**config.mk**
```make
export PLATFORM = sky130hd
export DESIGN_NAME = gtm_timer
export DESIGN_NICKNAME = d
export VERILOG_FILES = /design/src/gtm_pkg.sv /design/src/gtm_timer.sv
export SDC_FILE = /design/constraint.sdc
export NUM_CORES = 1
export LEC_CHECK = 0
export BUFFER_PORTS_ARGS = -buffer_cell sky130_fd_sc_hd__buf_2
export CAP_MARGIN = 0
export CORE_MARGIN = 5
export CORE_UTILIZATION = 45
export CTS_CLUSTER_DIAMETER = 30
export DETAILED_ROUTE_END_ITERATION = 7
export GPL_ROUTABILITY_DRIVEN = 0
export GPL_TIMING_DRIVEN = 0
export PLACE_DENSITY = 0.7
export REMOVE_ABC_BUFFERS = 1
export SLEW_MARGIN = 5
export SYNTH_ARGS = -nofsm -noshare
export SYNTH_HDL_FRONTEND = slang
export SYNTH_SLANG_ARGS = --single-unit
```
**constraint.sdc**
```tcl
create_clock -name clock -period 3.5 [get_ports clock]
set_input_delay 0.175 -clock clock [delete_from_list [all_inputs] [get_ports clock]]
set_output_delay 0.175 -clock clock [all_outputs]
set_load 0.005 [all_outputs]
```
**src/gtm_pkg.sv**
```systemverilog
// Package for the gated 16-bit timer: offsets, fields, reset values
package gtm_pkg;
    localparam logic [2:0] ADDR_COUNT_LOW   = 3'h0;
    localparam logic [2:0] ADDR_COUNT_HIGH  = 3'h1;
    localparam logic [2:0] ADDR_TIMER_CTRL  = 3'h2;
    localparam logic [2:0] ADDR_GATE_CTRL   = 3'h3;
    localparam logic [2:0] ADDR_INT_CTRL    = 3'h4;
    // timer_control fields
    localparam int TC_ON        = 0;
    localparam int TC_SYNC      = 2;
    localparam int TC_PS_LO     = 4;
    localparam int TC_CS_LO     = 6;
    // gate_control fields
    localparam int GC_SS_LO     = 0;
    localparam int GC_VAL       = 2;
    localparam int GC_GO        = 3;
    localparam int GC_SPM       = 4;
    localparam int GC_TM        = 5;
    localparam int GC_POL       = 6;
    localparam int GC_GE        = 7;
    // int_control fields
    localparam int IC_OVF_FLAG  = 0;
    localparam int IC_OVF_IE    = 1;
    localparam int IC_GATE_FLAG = 2;
    localparam int IC_GATE_IE   = 3;
    localparam int IC_PERIPHERAL_INT_ENABLE      = 4;
    localparam int IC_GIE       = 5;
    localparam logic [7:0] TIMER_CTRL_RESET = 8'h00;
    localparam logic [7:0] GATE_CTRL_RESET  = 8'h00;
    localparam logic [7:0] INT_CTRL_RESET   = 8'h00;
    localparam logic [7:0] TC_WMASK         = 8'hf5;
    localparam logic [7:0] GC_WMASK         = 8'hfb;
    localparam logic [7:0] IC_WMASK         = 8'h3f;
    localparam logic [1:0] CS_INSTR   = 2'h0;
    localparam logic [1:0] CS_SYSTEM  = 2'h1;
    localparam logic [1:0] CS_PIN     = 2'h2;
    localparam logic [1:0] CS_LFOSC   = 2'h3;
    localparam logic [1:0] GS_PIN     = 2'h0;
    localparam logic [1:0] GS_T8OVF   = 2'h1;
    localparam logic [1:0] GS_COMP    = 2'h2;
    localparam logic [7:0] T8_MAX     = 8'hff;
    localparam logic [15:0] COUNT_MAX = 16'hffff;
    localparam logic [1:0] INSTR_DIV_LAST = 2'h3;
endpackage : gtm_pkg

```
**src/gtm_timer.sv**
```systemverilog
// Gated 16-bit timer/counter with gate front end and register port
//
// Notes on behaviour
// Gate source select: 00 pin, 01 8-bit overflow, 10 comparator, 11 reserved.
// 8-bit timer wrap from maximum to zero makes a gate pulse.
// Toggle mode routes gate through a flip-flop toggling on rising edges.
// Toggle flip-flop held cleared while toggle mode is off.
// Single-pulse: enable first, then go; counting starts at next gate edge.
// Go bit cleared by hardware at trailing edge of captured pulse.
// After a single pulse, no gate event counts until go is set again.
// Software should clear go when disabling single-pulse mode.
// Toggle and single-pulse together capture one full gate cycle.
// Gate level readable as status, valid even with gating disabled.
// Falling gate-value edge sets gate flag; interrupt only if enabled.
// Gate flag keeps working while gate control is disabled.
// Count rollover from maximum to zero sets overflow flag.
// Overflow interrupt needs timer on, overflow, peripheral and global enables.
// Software clears overflow flag; zero count and flag before enabling.
// In sleep only async external counting runs; overflow wakes device.
// Clock select: 11 low-freq osc, 10 pin rising, 01 system, 00 instruction.
// Prescaler divides by 1, 2, 4 or 8.
// Sync bit 1 counts external clock unsynchronised, 0 synchronised.
// Timer-on cleared stops counting and clears gate flip-flop.
// Gate enable ignored when off; on, 1 gates counting, 0 counts freely.
// Polarity 1 active-high gate, 0 active-low gate.
// Writing either count byte clears prescaler and loads the counter.
// Count increments on prescaled clock edge only while gate active.
//
// Our own choices: the register addresses and strobed register access.
`timescale 1ns/1ps
module gtm_timer
    import gtm_pkg::*;
(
    input  wire logic       clock,
    input  wire logic       rst_n,
    input  wire logic [2:0] addr,
    input  wire logic [7:0] wdata,
    input  wire logic       wr_en,
    input  wire logic       rd_en,
    output logic [7:0]      rdata,
    input  wire logic       external_gate_pin,
    input  wire logic       external_clock_pin,
    input  wire logic       low_freq_internal_osc,
    input  wire logic       comparator1_output,
    input  wire logic [7:0] timer8_count,
    input  wire logic       sleep_mode,
    output logic            overflow_irq,
    output logic            gate_event_irq,
    output logic            wake_up
);
    typedef enum logic [2:0] {
        GTM_SP_IDLE  = 3'b001,
        GTM_SP_ARMED = 3'b010,
        GTM_SP_OPEN  = 3'b100
    } gtm_sp_e;

    logic        rst_meta;
    logic        rst_sync_n;
    logic [7:0]  timer_control;
    logic [7:0]  gate_control;
    logic [7:0]  int_control;
    logic [15:0] count;
    logic [2:0]  prescale;
    logic [1:0]  instr_div;
    logic [2:0]  pin_gate_s;
    logic [2:0]  pin_clk_s;
    logic [2:0]  lfo_s;
    logic [2:0]  comp_s;
    logic [7:0]  t8_prev;
    logic        toggle_ff;
    logic        gate_val;
    logic        gate_val_prev;
    logic        src_prev;
    logic        clk_lvl_prev;
    gtm_sp_e     sp_state;
    logic        pin_gate_lvl;
    logic        pin_clk_lvl;
    logic        lfo_lvl;
    logic        comp_lvl;
    logic        t8_wrap;
    logic        gate_src;
    logic        src_rise;
    logic        next_gate_val;
    logic        clk_lvl;
    logic        src_tick;
    logic        pre_tick;
    logic        gate_open;
    logic        count_en;
    logic        wr_low;
    logic        wr_high;
    logic        ovf_set;
    logic        gate_fall;
    logic        sleep_run;
    logic [2:0]  prescale_last;

    // Settled level once the second and third stage agree
    function automatic logic settled(input logic [2:0] s, input logic old);
        settled = (s[1] == s[2]) ? s[2] : old;
    endfunction : settled

    always_ff @(posedge clock or negedge rst_n)
    begin
        if (!rst_n)
        begin
            rst_meta   <= 1'b0;
            rst_sync_n <= 1'b0;
        end
        else
        begin
            rst_meta   <= 1'b1;
            rst_sync_n <= rst_meta;
        end
    end

    // Pin synchronisers; only stages 2 and 3 are looked at by logic
    always_ff @(posedge clock or negedge rst_sync_n)
    begin
        if (!rst_sync_n)
        begin
            pin_gate_s <= 3'h0;
            pin_clk_s  <= 3'h0;
            lfo_s      <= 3'h0;
            comp_s     <= 3'h0;
        end
        else
        begin
            pin_gate_s <= {pin_gate_s[1:0], external_gate_pin};
            pin_clk_s  <= {pin_clk_s[1:0], external_clock_pin};
            lfo_s      <= {lfo_s[1:0], low_freq_internal_osc};
            comp_s     <= {comp_s[1:0], comparator1_output};
        end
    end

    logic pin_gate_q;
    logic pin_clk_q;
    logic lfo_q;
    logic comp_q;
    always_ff @(posedge clock or negedge rst_sync_n)
    begin
        if (!rst_sync_n)
        begin
            pin_gate_q <= 1'b0;
            pin_clk_q  <= 1'b0;
            lfo_q      <= 1'b0;
            comp_q     <= 1'b0;
        end
        else
        begin
            pin_gate_q <= pin_gate_lvl;
            pin_clk_q  <= pin_clk_lvl;
            lfo_q      <= lfo_lvl;
            comp_q     <= comp_lvl;
        end
    end

    assign pin_gate_lvl = settled(pin_gate_s, pin_gate_q);
    assign pin_clk_lvl  = settled(pin_clk_s, pin_clk_q);
    assign lfo_lvl      = settled(lfo_s, lfo_q);
    assign comp_lvl     = settled(comp_s, comp_q);

    // 8-bit timer is on our clock, so no synchroniser
    always_ff @(posedge clock or negedge rst_sync_n)
    begin
        if (!rst_sync_n)
            t8_prev <= 8'h00;
        else
            t8_prev <= timer8_count;
    end
    assign t8_wrap = (t8_prev == T8_MAX) && (timer8_count == 8'h00);

    always_comb
    begin
        case (gate_control[GC_SS_LO +: 2])
            GS_PIN:   gate_src = pin_gate_lvl;
            GS_T8OVF: gate_src = t8_wrap;
            GS_COMP:  gate_src = comp_lvl;
            default:  gate_src = 1'b0;
        endcase
    end

    // Polarity applied before toggle so the toggle sees incrementing edges
    logic pol_src;
    assign pol_src  = gate_control[GC_POL] ? gate_src : ~gate_src;
    assign src_rise = pol_src && !src_prev;

    always_ff @(posedge clock or negedge rst_sync_n)
    begin
        if (!rst_sync_n)
            src_prev <= 1'b0;
        else
            src_prev <= pol_src;
    end

    always_ff @(posedge clock or negedge rst_sync_n)
    begin
        if (!rst_sync_n)
            toggle_ff <= 1'b0;
        else if (!gate_control[GC_TM] || !timer_control[TC_ON])
            toggle_ff <= 1'b0;
        else if (src_rise)
            toggle_ff <= ~toggle_ff;
    end

    assign next_gate_val = gate_control[GC_TM] ? toggle_ff : pol_src;

    always_ff @(posedge clock or negedge rst_sync_n)
    begin
        if (!rst_sync_n)
        begin
            gate_val      <= 1'b0;
            gate_val_prev <= 1'b0;
        end
        else
        begin
            gate_val      <= next_gate_val;
            gate_val_prev <= gate_val;
        end
    end
    assign gate_fall = gate_val_prev && !gate_val;

    // Single-pulse sequencer
    always_ff @(posedge clock or negedge rst_sync_n)
    begin
        if (!rst_sync_n)
            sp_state <= GTM_SP_IDLE;
        else if (!gate_control[GC_SPM] || !gate_control[GC_GO])
            sp_state <= GTM_SP_IDLE;
        else
        begin
            case (sp_state)
                GTM_SP_IDLE:  sp_state <= gate_val ? GTM_SP_IDLE : GTM_SP_ARMED;
                GTM_SP_ARMED: sp_state <= gate_val ? GTM_SP_OPEN : GTM_SP_ARMED;
                GTM_SP_OPEN:  sp_state <= gate_val ? GTM_SP_OPEN : GTM_SP_IDLE;
                default:      sp_state <= GTM_SP_IDLE;
            endcase
        end
    end

    logic sp_done;
    assign sp_done = (sp_state == GTM_SP_OPEN) && !gate_val;

    // Outside the open window nothing counts in single-pulse mode while gate enable is set
    assign gate_open = gate_control[GC_SPM] ? ((sp_state == GTM_SP_OPEN) && gate_val)
                                            : gate_val;

    // Clock source and prescale
    always_ff @(posedge clock or negedge rst_sync_n)
    begin
        if (!rst_sync_n)
            instr_div <= 2'h0;
        else
            instr_div <= instr_div + 2'h1;
    end

    // Async mode uses the second stage directly: one cycle earlier, may skip
    always_comb
    begin
        case (timer_control[TC_CS_LO +: 2])
            CS_PIN:
                clk_lvl = timer_control[TC_SYNC] ? pin_clk_s[1] : pin_clk_lvl;
            CS_LFOSC: clk_lvl = lfo_lvl;
            default:  clk_lvl = 1'b0;
        endcase
    end

    always_ff @(posedge clock or negedge rst_sync_n)
    begin
        if (!rst_sync_n)
            clk_lvl_prev <= 1'b0;
        else
            clk_lvl_prev <= clk_lvl;
    end

    always_comb
    begin
        case (timer_control[TC_CS_LO +: 2])
            CS_INSTR:  src_tick = (instr_div == INSTR_DIV_LAST);
            CS_SYSTEM: src_tick = 1'b1;
            default:   src_tick = clk_lvl && !clk_lvl_prev;
        endcase
    end

    // Sleep stops the system clocks; only async external counting survives
    assign sleep_run = !sleep_mode ||
        ((timer_control[TC_CS_LO +: 2] == CS_PIN) && timer_control[TC_SYNC]);

    assign prescale_last = (3'h1 << timer_control[TC_PS_LO +: 2]) - 3'h1;
    assign pre_tick = src_tick && (prescale == prescale_last);
    assign wr_low   = wr_en && (addr == ADDR_COUNT_LOW);
    assign wr_high  = wr_en && (addr == ADDR_COUNT_HIGH);

    always_ff @(posedge clock or negedge rst_sync_n)
    begin
        if (!rst_sync_n)
            prescale <= 3'h0;
        else if (wr_low || wr_high || !timer_control[TC_ON])
            prescale <= 3'h0;
        else if (src_tick && sleep_run)
            prescale <= pre_tick ? 3'h0 : prescale + 3'h1;
    end

    assign count_en = timer_control[TC_ON] && sleep_run && pre_tick &&
                      (!gate_control[GC_GE] || gate_open);
    assign ovf_set  = count_en && (count == COUNT_MAX);

    always_ff @(posedge clock or negedge rst_sync_n)
    begin
        if (!rst_sync_n)
            count <= 16'h0000;
        else if (wr_low)
            count <= {count[15:8], wdata};
        else if (wr_high)
            count <= {wdata, count[7:0]};
        else if (count_en)
            count <= count + 16'h0001;
    end

    always_ff @(posedge clock or negedge rst_sync_n)
    begin
        if (!rst_sync_n)
            timer_control <= TIMER_CTRL_RESET;
        else if (wr_en && addr == ADDR_TIMER_CTRL)
            timer_control <= wdata & TC_WMASK;
    end

    // Hardware clear of go wins only over a stale value, never over a write
    always_ff @(posedge clock or negedge rst_sync_n)
    begin
        if (!rst_sync_n)
            gate_control <= GATE_CTRL_RESET;
        else if (wr_en && addr == ADDR_GATE_CTRL)
            gate_control <= wdata & GC_WMASK;
        else if (sp_done)
            gate_control[GC_GO] <= 1'b0;
    end

    // Flags: hardware set wins over a software clear in the same cycle
    always_ff @(posedge clock or negedge rst_sync_n)
    begin
        if (!rst_sync_n)
            int_control <= INT_CTRL_RESET;
        else
        begin
            if (wr_en && addr == ADDR_INT_CTRL)
                int_control <= wdata & IC_WMASK;
            if (ovf_set)
                int_control[IC_OVF_FLAG] <= 1'b1;
            if (gate_fall)
                int_control[IC_GATE_FLAG] <= 1'b1;
        end
    end

    always_ff @(posedge clock or negedge rst_sync_n)
    begin
        if (!rst_sync_n)
        begin
            overflow_irq   <= 1'b0;
            gate_event_irq <= 1'b0;
            wake_up        <= 1'b0;
        end
        else
        begin
            overflow_irq   <= int_control[IC_OVF_FLAG] && int_control[IC_OVF_IE] &&
                              timer_control[TC_ON] && int_control[IC_PERIPHERAL_INT_ENABLE] &&
                              int_control[IC_GIE];
            gate_event_irq <= int_control[IC_GATE_FLAG] && int_control[IC_GATE_IE] &&
                              int_control[IC_PERIPHERAL_INT_ENABLE] && int_control[IC_GIE];
            wake_up        <= int_control[IC_OVF_FLAG] && int_control[IC_OVF_IE] &&
                              timer_control[TC_ON] && int_control[IC_PERIPHERAL_INT_ENABLE];
        end
    end

    always_ff @(posedge clock or negedge rst_sync_n)
    begin
        if (!rst_sync_n)
            rdata <= 8'h00;
        else if (rd_en)
        begin
            case (addr)
                ADDR_COUNT_LOW:  rdata <= count[7:0];
                ADDR_COUNT_HIGH: rdata <= count[15:8];
                ADDR_TIMER_CTRL: rdata <= timer_control;
                ADDR_GATE_CTRL:  rdata <= {gate_control[7:3], gate_val, gate_control[1:0]};
                ADDR_INT_CTRL:   rdata <= int_control;
                default:         rdata <= 8'h00;
            endcase
        end
        else
            rdata <= 8'h00;
    end
endmodule : gtm_timer

```
==> flow_metrics.tcl, run 1 <==
set metrics [dict create \
    die-height_microns 104 \
    power_mw 2.54 \
    mostFrequentLayoutCell "dfrtp_1" \
    timing.clock.skew_ns 0.0141 \
    wl_microns 9170 \
    worst-path-buf-inv 0 \
    fmaxAchievable_ghz 0.358 \
    start_kind "register" \
    antenna_fix_cells 0 \
    synth.lib_cells_used.distinct 61 \
    grt_start_max_net_pins 50 \
    asyncSetResetFlopFracSynth_pct 100 \
    grt_antenna_before_repair 0 \
    synthesized_area_per_cell_sq_um 11.7 \
    dp_hpwl_microns 6400 \
    critical_path.reg2reg.startpoint "timer_control[2]" \
    period_utilisation_layout_pct 79.9 \
    p_switching_mw 0.824 \
    cp_slowest_stage_delay_ns 0.92 \
    track_usage_pct 17.2 \
    cts_root_buffer "clkbuf_8" \
    number_of_endpoints_with_negative_hold_slack_in_the_final_report 0 \
    fin_nets 421 \
    timing.hold.worst.class "input port to async pin" \
    register_share_of_total_power_pct 52.0 \
    tritoncts_clock_tree "built" \
    initial_utilization_pct 45.6 \
    clkSinkCount 85 \
    worst_reg2reg_path_depth 6 \
    latest_clock_arrival_within_the_worst_skew_pair_ns 0.36 \
    ratio_of_cells_with_drive_above_1_in_the_final_layout_pct 23.8 \
    grt_remaining_overflow 0 \
    crit_chain "o21a_1 -> o221a_2 -> o21ai_1 -> nor3_2 -> a222oi_1 -> a21bo_1" \
    critPathRequiredTime_ns 3.76 \
    internal-power_mw 1.71 \
    synth-edff-count 0 \
    max_cap_violations 0 \
    buffer_ports.inserted 38 \
    setup_slack_after_layout_ns 0.704 \
    place_area_sq_um 4260 \
    grt_pass1_wl_microns 15300 \
    power.combinational.fraction_pct 18.9 \
    finish.instance_area_sq_um 4600 \
    dp_worst_setup_slack_ns 0.760 \
    rr_endpoint "count[11]" \
    postRouteAntennaNets 0 \
    net_switching_fraction_of_the_power_pct 32.4 \
    timing.setup.critical_path_class "register to register" \
    dr.pass1.iters 8 \
    setup_tns_ns 0 \
    max-slew-margin-rel_pct 20.2 \
    grt_setup_unrepaired "no" \
    clk_path_buf_depth 2 \
    grt_pass1_vias 2946 \
    whs_ns 0.119 \
    cts_htree_levels 3 \
    design.die.area_sq_um 10700 \
    postSynth.topFlopCell "dfrtp_1" \
    post_synth_instance_area_sq_um 3940 \
    boundaryPins 39 \
    pwr_density_cell_nw_per_um2 552 \
    gate_family_responsible_for_the_most_delay_along_the_worst_path "compound AO/OA/AOI/OAI gates" \
    final_cell_mix "83 x dfrtp_1, 38 x buf_2, 21 x mux2_2, 20 x nand2_1, 15 x nor2_1" \
    core-area_sq_um 8640 \
    synth_cells 338 \
    synth_to_final_area_change_pct 16.7 \
    route.detailed.vias_per_inst 5.99 \
    dr.first_iter.drc_count 281 \
    yosys_register_bits 85 \
    critPathSlowestCell "o21ai_1" \
    power.share.clock_pct 29.2 \
    max_slew.worst_pin.slew_ns 1.19 \
    final-setup-viol-count 0 \
    period_minus_slack_ns 2.80 \
    r2r_slack_ns 0.70 \
    placementRows 34 \
    clkTransAtPathRegs_ns 0.10 \
    worstSetupEndpointType "register" \
    worst_ir_drop_vdd_mv 0.220 \
    average_wire_per_standard_cell_microns 18.2 \
    yosysSeqAreaShare_pct 54.0 \
    cts_inserted_buffers 9 \
    status "finished, final reports clean" \
    die_width_microns 104 \
    synthesis.yosys.warnings 0 \
    report.final.slew_viol_count 0 \
    worst_ep_arrival_time_ns 3.05 \
    path_max_fanout 12 \
    drc 0 \
    via_count 3013 \
    ctsResizeCount 0 \
    layout.filler_cells 754 \
    static-leakage-power_nw 2.00 \
]
-- Yosys cell counts (2+ instances only) --
master,count,share of area [%]
a22oi_1,8,1.5
and3_1,6,0.95
nand3b_1,3,0.57
nor3_1,9,1.1
a21o_1,4,0.76
or4b_2,2,0.51
buf_2,2,0.25
and2_1,10,1.6
o21ai_1,2,0.25
xnor2_1,4,0.89
nor2_1,15,1.4
a211oi_1,6,1.1
nor4_2,3,0.95
dfrtp_1,84,53
buf_1,3,0.29
a311oi_1,6,1.3
and4_1,8,1.8
o22ai_1,13,2.1
nand4b_1,3,0.67
o21ai_0,8,1.0
maj3_1,3,0.76
a21oi_1,10,1.3
a31oi_1,3,0.48
ha_1,3,0.95
clkbuf_1,6,0.57
nand2_1,20,1.9
mux2_2,21,6.0
nand2b_1,6,0.95
nand4_1,2,0.32
mux2i_1,6,1.5
and3b_1,3,0.67
nor2b_1,5,0.79
mux4_2,2,1.1
a211o_1,3,0.67
nor3_4,2,0.83
nor4_1,3,0.48
inv_1,8,0.76
nand3_1,10,1.3
-- layout make-up --
| cell class | count | area [sq um] | area share, % |
|---|---|---|---|
| sequential | 85 | 2130 | 46.4 |
| multi-input combinational | 234 | 1740 | 37.9 |
| timing repair buffer | 52 | 348 | 7.56 |
| tap | 108 | 135 | 2.94 |
| clock buffer | 9 | 124 | 2.69 |
| clock inverter | 7 | 87.6 | 1.90 |
| inverter | 8 | 30.0 | 0.653 |
-- per-stage QoR --
step	cells	utilization (%)
2_1_floorplan	327	-
3_3_place_gp	473	48.9
3_5_place_dp	474	49.3
4_1_cts	503	53.3
5_1_grt	503	53.3
6_report	503	53.3
-- cells by family after synthesis --
group           after synthesis  share of synthesized area [%]
simple gates                118                           18.5
buf+inv                      19                           1.87
mux                          29                           8.67
compound gates               75                           14.0
fa+ha+maj                     6                           1.71
other cells                   1                         0.0952
flops                        85                           54.0
xor+xnor                      5                           1.11
-- layer usage --
metal	global-route usage, %	vias up	part of all wire (%)
li1	-	1378	-
met1	23.7	1482	44
met2	27.1	126	48
met3	4.23	27	6.5
met4	4.78	0	1.7
met5	0	-	0
-- worst max path at each step --
stage                           from      endpoint  slack (ns)  cells past startpoint
floorplan                 rst_sync_n  clk_lvl_prev        0.96                      0
global placement          rst_sync_n  overflow_irq        0.08                      0
detailed placement  timer_control[2]     count[11]        0.76                      6
CTS                 timer_control[2]     count[11]        0.75                      6
global route        timer_control[2]     count[11]        0.59                      6
finish              timer_control[2]     count[11]        0.70                      6
-- power groups by stage --
stage / logic, mW / clock network (mW) / registers [mW]
after floorplan: 0.342 / 0 / 1.28
after global placement: 0.435 / 0 / 1.34
after detailed placement: 0.465 / 0 / 1.34
after CTS: 0.479 / 0.757 / 1.32
after global routing: 0.526 / 0.796 / 1.35
final: 0.479 / 0.740 / 1.32
-- worst register-to-register path, cell delays in order (launching register included) --
cell and delay, ns:
dfrtp_1 0.46, o21a_1 0.21, o221a_2 0.26, o21ai_1 0.92, nor3_2 0.27, a222oi_1 0.35, a21bo_1 0.24
-- state kept, by name, summed over array words and instances (netlist names), 2 cells and up --
signal,flops
count,16
rdata,8
t8_prev,8
gate_control,7
int_control,6
timer_control,6
comp_s,3
lfo_s,3
pin_clk_s,3
pin_gate_s,3
prescale,3
sp_state,3
instr_div,2
-- what timing repair did --
item,4_1_cts,5_1_grt
setup buffers,0,0
endpoints found under the hold margin,14,0
hold buffers,13,0
Note: power is estimated with default switching activity, not from simulation.
==> inputs of run 2 (changes only) <==
- clock period: 3.5 -> 2.6 ns (I/O delays scaled with it)
==> run 2 against run 1 <==
Compared with the run above:
- count of clock-buffer cells in the layout is the same
- final area is essentially flat
- critical path depth is the same
- largest cell class unchanged
==> flow_metrics.tcl, run 2 (synthesis results as in run 1) <==
set metrics [dict create \
    status "finished, final reports clean" \
    clk_path_buf_depth 2 \
    worst_ir_drop_vdd_mv 0.293 \
    final_cell_mix "83 x dfrtp_1, 38 x buf_2, 21 x mux2_2, 20 x nand2_1, 15 x nor2_1" \
    critPathRequiredTime_ns 2.86 \
    die-height_microns 104 \
    timing.hold.worst.class "input port to async pin" \
    path_max_fanout 12 \
    boundaryPins 39 \
    mostFrequentLayoutCell "dfrtp_1" \
    worstSetupEndpoint "count[11]" \
    static-leakage-power_nw 2.00 \
    fin_nets 421 \
    worstSetupEndpointType "register" \
    final_core_util_pct 53.3 \
    max_slew.worst_pin.slew_ns 0.963 \
    initial_utilization_pct 45.6 \
    wirelength_met1_microns 3990 \
    largest_reg_flops 16 \
    number_of_endpoints_with_negative_hold_slack_in_the_final_report 0 \
    placementRows 34 \
    grt_start_max_net_pins 50 \
    synth_to_final_area_change_pct 16.8 \
    antenna_fix_cells 0 \
    timing.clock.skew_ns 0.0141 \
    cts_htree_levels 3 \
    worstSetupStartpoint "timer_control[2]" \
    postRouteAntennaNets 0 \
    period_minus_slack_ns 2.41 \
    track_usage_pct 17.2 \
    clkSinkCount 85 \
    tritoncts_clock_tree "built" \
    setup_slack_after_layout_ns 0.193 \
    core-area_sq_um 8640 \
    maxUsedRoutingLayer "met4" \
    grt_pass1_vias 2946 \
    detailroute.wirelength.met2_microns 4370 \
    dp_hpwl_microns 6400 \
    whs_ns 0.0732 \
    via_count 2991 \
    buffer_ports.inserted 38 \
    final-setup-viol-count 0 \
    worst_ep_arrival_time_ns 2.66 \
    average_wire_per_standard_cell_microns 18.1 \
    dr.first_iter.drc_count 278 \
    design.die.area_sq_um 10700 \
    start_kind "register" \
    post-cts-setup-buffers 0 \
    wl_microns 9120 \
    pwr_density_cell_nw_per_um2 743 \
    drc 0 \
    setup_tns_ns 0 \
    grt_antenna_before_repair 0 \
    worst_reg2reg_path_depth 6 \
    reg.largest.list "count: 16 flops, rdata: 8 flops, t8_prev: 8 flops" \
    die_width_microns 104 \
    report.final.slew_viol_count 0 \
    max-slew-margin-rel_pct 35.4 \
    place_area_sq_um 4260 \
    period_utilisation_layout_pct 92.6 \
    dr.pass1.iters 5 \
    grt_setup_unrepaired "no" \
    latest_clock_arrival_within_the_worst_skew_pair_ns 0.36 \
    ratio_of_cells_with_drive_above_1_in_the_final_layout_pct 24.1 \
    grt_remaining_overflow 0 \
    r2r_slack_ns 0.19 \
    critical_path.reg2reg.startpoint "timer_control[2]" \
    cts_inserted_buffers 9 \
    fmaxAchievable_ghz 0.415 \
    finish.instance_area_sq_um 4600 \
    timing.setup.critical_path_class "register to register" \
    clkTransAtPathRegs_ns 0.10 \
    dp_worst_setup_slack_ns -0.140 \
    wl_met3_microns 619 \
    rr_endpoint "count[11]" \
    cts_root_buffer "clkbuf_8" \
    route.detailed.vias_per_inst 5.95 \
    grt_pass1_wl_microns 15300 \
    max_cap_violations 0 \
    registers.top_by_ff_count "count" \
]
==> run 2: cell types whose count changed in the layout (fill, tap and decap cells not counted) <==
cell	before	now
o21ai_1	2	1
o21ai_2	0	1
==> run 2: repair_timing <==
action	4_1_cts	5_1_grt
gates resized for setup	1	0
hold endpoints to repair	14	0
hold buffers	13	0
setup endpoints to repair	2	0
==> run 2: cell type report <==
class	count	area, sq um
clock buffer	9	124
clock inverter	7	87.6
fill	754	4030
inverter	8	30.0
multi-input combinational	234	1750
sequential	85	2130
tap	108	135
timing repair buffer	52	348
==> run 2: how the worst min path moves through the flow <==
stage | end | slack, ns | cells past startpoint
5_1_grt | rst_sync_n | 0.08 | 2
6_report | rst_sync_n | 0.07 | 2
4_1_cts | rst_sync_n | 0.06 | 2
2_1_floorplan | rst_meta | -0.17 | 0
3_3_place_gp | rst_meta | -0.09 | 1
3_5_place_dp | rst_meta | -0.08 | 1
==> run 2: metrics by stage <==
stage,std cells,total power [mW]
global placement,473,2.39
finish,503,3.42
floorplan,327,2.18
CTS,503,3.44
detailed placement,474,2.42
global route,503,3.59
==> run 2: report_power, final <==
group	switching [mW]	total, mW	internal (mW)
Sequential	0.262	1.78	1.52
Combinational	0.319	0.646	0.327
Clock	0.528	0.995	0.467
Total	1.11	3.42	2.31
==> run 2: critical path, cell delays in order (launching register included) <==
cell	delay [ns]
dfrtp_1	0.45
o21a_1	0.21
o221a_2	0.27
o21ai_2	0.58
nor3_2	0.22
a222oi_1	0.33
a21bo_1	0.24
==> run 2: layer usage <==
layer	vias to the layer above	track usage [%]
li1	1381	-
met1	1483	23.7
met2	115	27.2
met3	12	4.23
met4	0	4.78
met5	-	0
==> inputs of run 3 (changes only) <==
- RECOVER_POWER: default -> 100
- clock period: 2.6 -> 2.65 ns (I/O delays scaled with it)
==> run 3 against run 2 <==
Compared with the run above:
- global-route usage unchanged
- cell count unchanged
- via count about the same
- count of clock-buffer cells in the layout unchanged
- clock skew about the same
- largest cell class unchanged
- critical path depth unchanged
==> flow_metrics.tcl, run 3 (synthesis results as in run 1) <==
set metrics [dict create \
    report.final.slew_viol_count 0 \
    critical_path.reg2reg.startpoint "timer_control[4]" \
    core-area_sq_um 8640 \
    placedCellCount 474 \
    hold_depth 3 \
    pwr_density_cell_nw_per_um2 733 \
    final-setup-viol-count 0 \
    ratio_of_cells_with_drive_above_1_in_the_final_layout_pct 20.0 \
    average_wire_per_standard_cell_microns 18.1 \
    place_area_sq_um 4260 \
    worstSetupEndpoint "count[11]" \
    grt_setup_unrepaired "no" \
    layout.cells.non_filler 503 \
    die_width_microns 104 \
    antenna_fix_cells 0 \
    design.die.area_sq_um 10700 \
    grt_pass1_wl_microns 15300 \
    fin_nets 421 \
    largest_reg_flops 16 \
    wl_microns 9130 \
    worst_ep_arrival_time_ns 2.70 \
    timing.hold.worst.class "input port to register" \
    mostFrequentLayoutCell "dfrtp_1" \
    track_usage_pct 17.2 \
    boundaryPins 39 \
    route.detailed.vias_per_inst 5.94 \
    grt_antenna_before_repair 0 \
    cts_root_buffer "clkbuf_8" \
    clkSinkCount 85 \
    area_taken_by_flip_flops_and_latches_sq_um 2130 \
    timing.clock.skew_ns 0.0143 \
    setup_tns_ns 0 \
    critPathSlowestCell "nor3_2" \
    number_of_endpoints_with_negative_hold_slack_in_the_final_report 0 \
    placementRows 34 \
    worst-path-buf-inv 0 \
    path_max_fanout 10 \
    setup_slack_after_layout_ns 0.211 \
    max-slew-margin-rel_pct 6.86 \
    cp_slowest_stage_delay_ns 0.60 \
    postRouteAntennaNets 0 \
    crit_chain "or2_0 -> a2111oi_4 -> a21oi_2 -> nor3_2 -> a41oi_1 -> a21bo_1" \
    worst_ir_drop_vdd_mv 0.288 \
    worst_reg2reg_path_depth 6 \
    grt_remaining_overflow 0 \
    critPathRequiredTime_ns 2.91 \
    status "finished, final reports clean" \
    latest_clock_arrival_within_the_worst_skew_pair_ns 0.36 \
    synth_to_final_area_change_pct 15.3 \
    dr.pass1.iters 5 \
    period_utilisation_layout_pct 92.0 \
    final_cell_mix "84 x dfrtp_1, 25 x buf_2, 20 x nand2_1, 20 x mux2_2, 15 x nor2_1" \
    clk_path_buf_depth 2 \
    dp_worst_setup_slack_ns -0.0900 \
    rr_endpoint "count[11]" \
    clkTransAtPathRegs_ns 0.10 \
    tritoncts_clock_tree "built" \
    drc 0 \
    max_slew.worst_pin.slew_ns 1.40 \
    layout.filler_cells 758 \
    grt_pass1_vias 2946 \
    grt_start_max_net_pins 50 \
    buffer_ports.inserted 38 \
    period_minus_slack_ns 2.44 \
    multi_input_area_sq_um 1720 \
    via_count 2990 \
    start_kind "register" \
    cp_num_cells 6 \
    timing.setup.critical_path_class "register to register" \
    registers.top_by_ff_count "count" \
    initial_utilization_pct 45.6 \
    die-height_microns 104 \
    static-leakage-power_nw 1.94 \
    fmaxAchievable_ghz 0.410 \
    final_core_util_pct 52.6 \
    cts_inserted_buffers 9 \
    dr.first_iter.drc_count 261 \
    r2r_slack_ns 0.21 \
    max_cap_violations 0 \
    gate_family_responsible_for_the_most_delay_along_the_worst_path "compound AO/OA/AOI/OAI gates" \
    finish.instance_area_sq_um 4540 \
    dp_hpwl_microns 6400 \
    cts_htree_levels 3 \
    reg.largest.list "count: 16 flops, rdata: 8 flops, t8_prev: 8 flops" \
    worstSetupStartpoint "timer_control[4]" \
    worstSetupEndpointType "register" \
]
run 3: layout make-up:
type                    count  share of cell area (%)
flip-flops and latches     85                    46.9
multi-input cells         234                    37.9
repair buffers             52                    6.91
well taps                 108                    2.98
clock buffers               9                    2.73
clock inverters             7                    1.93
inverters                   8                   0.661
run 3: through the flow:
stage	total power, mW	hold slack (ns)
global route	3.50	0.0806
finish	3.33	0.0713
detailed placement	2.38	-0.0773
floorplan	2.14	-0.163
CTS	3.38	0.0635
global placement	2.34	-0.0828
run 3: per-layer routing:
layer / wire [microns] / vias up / global-route usage, %
met5: 0 / - / 0
met1: 3970 / 1473 / 23.7
met4: 163 / 0 / 4.78
met2: 4410 / 118 / 27.2
met3: 592 / 19 / 4.23
li1: - / 1380 / -
run 3: repair_timing:
item	CTS	global route
hold buffers	13	0
gates resized for setup	1	0
setup endpoints to repair	1	0
buffers inserted	0	0
hold endpoints to repair	14	0
run 3: report_power, final:
group / internal (mW) / switching [mW] / total (mW)
clock network: 0.458 / 0.519 / 0.978
logic: 0.308 / 0.305 / 0.613
registers: 1.49 / 0.256 / 1.74
run 3: how the worst min path moves through the flow:
stage	from	end	slack, ns
final	wdata[3]	gate_control[3]	0.07
after global routing	rd_en	rdata[5]	0.08
after CTS	rst_n	rst_sync_n	0.06
after detailed placement	rst_n	rst_meta	-0.08
after global placement	rst_n	rst_meta	-0.08
after floorplan	rst_n	rst_meta	-0.16
run 3: tightest hold or removal path, cell delays in order:
cell and delay (ns):
buf_2 0.14, inv_1 0.05, o21ai_0 0.07
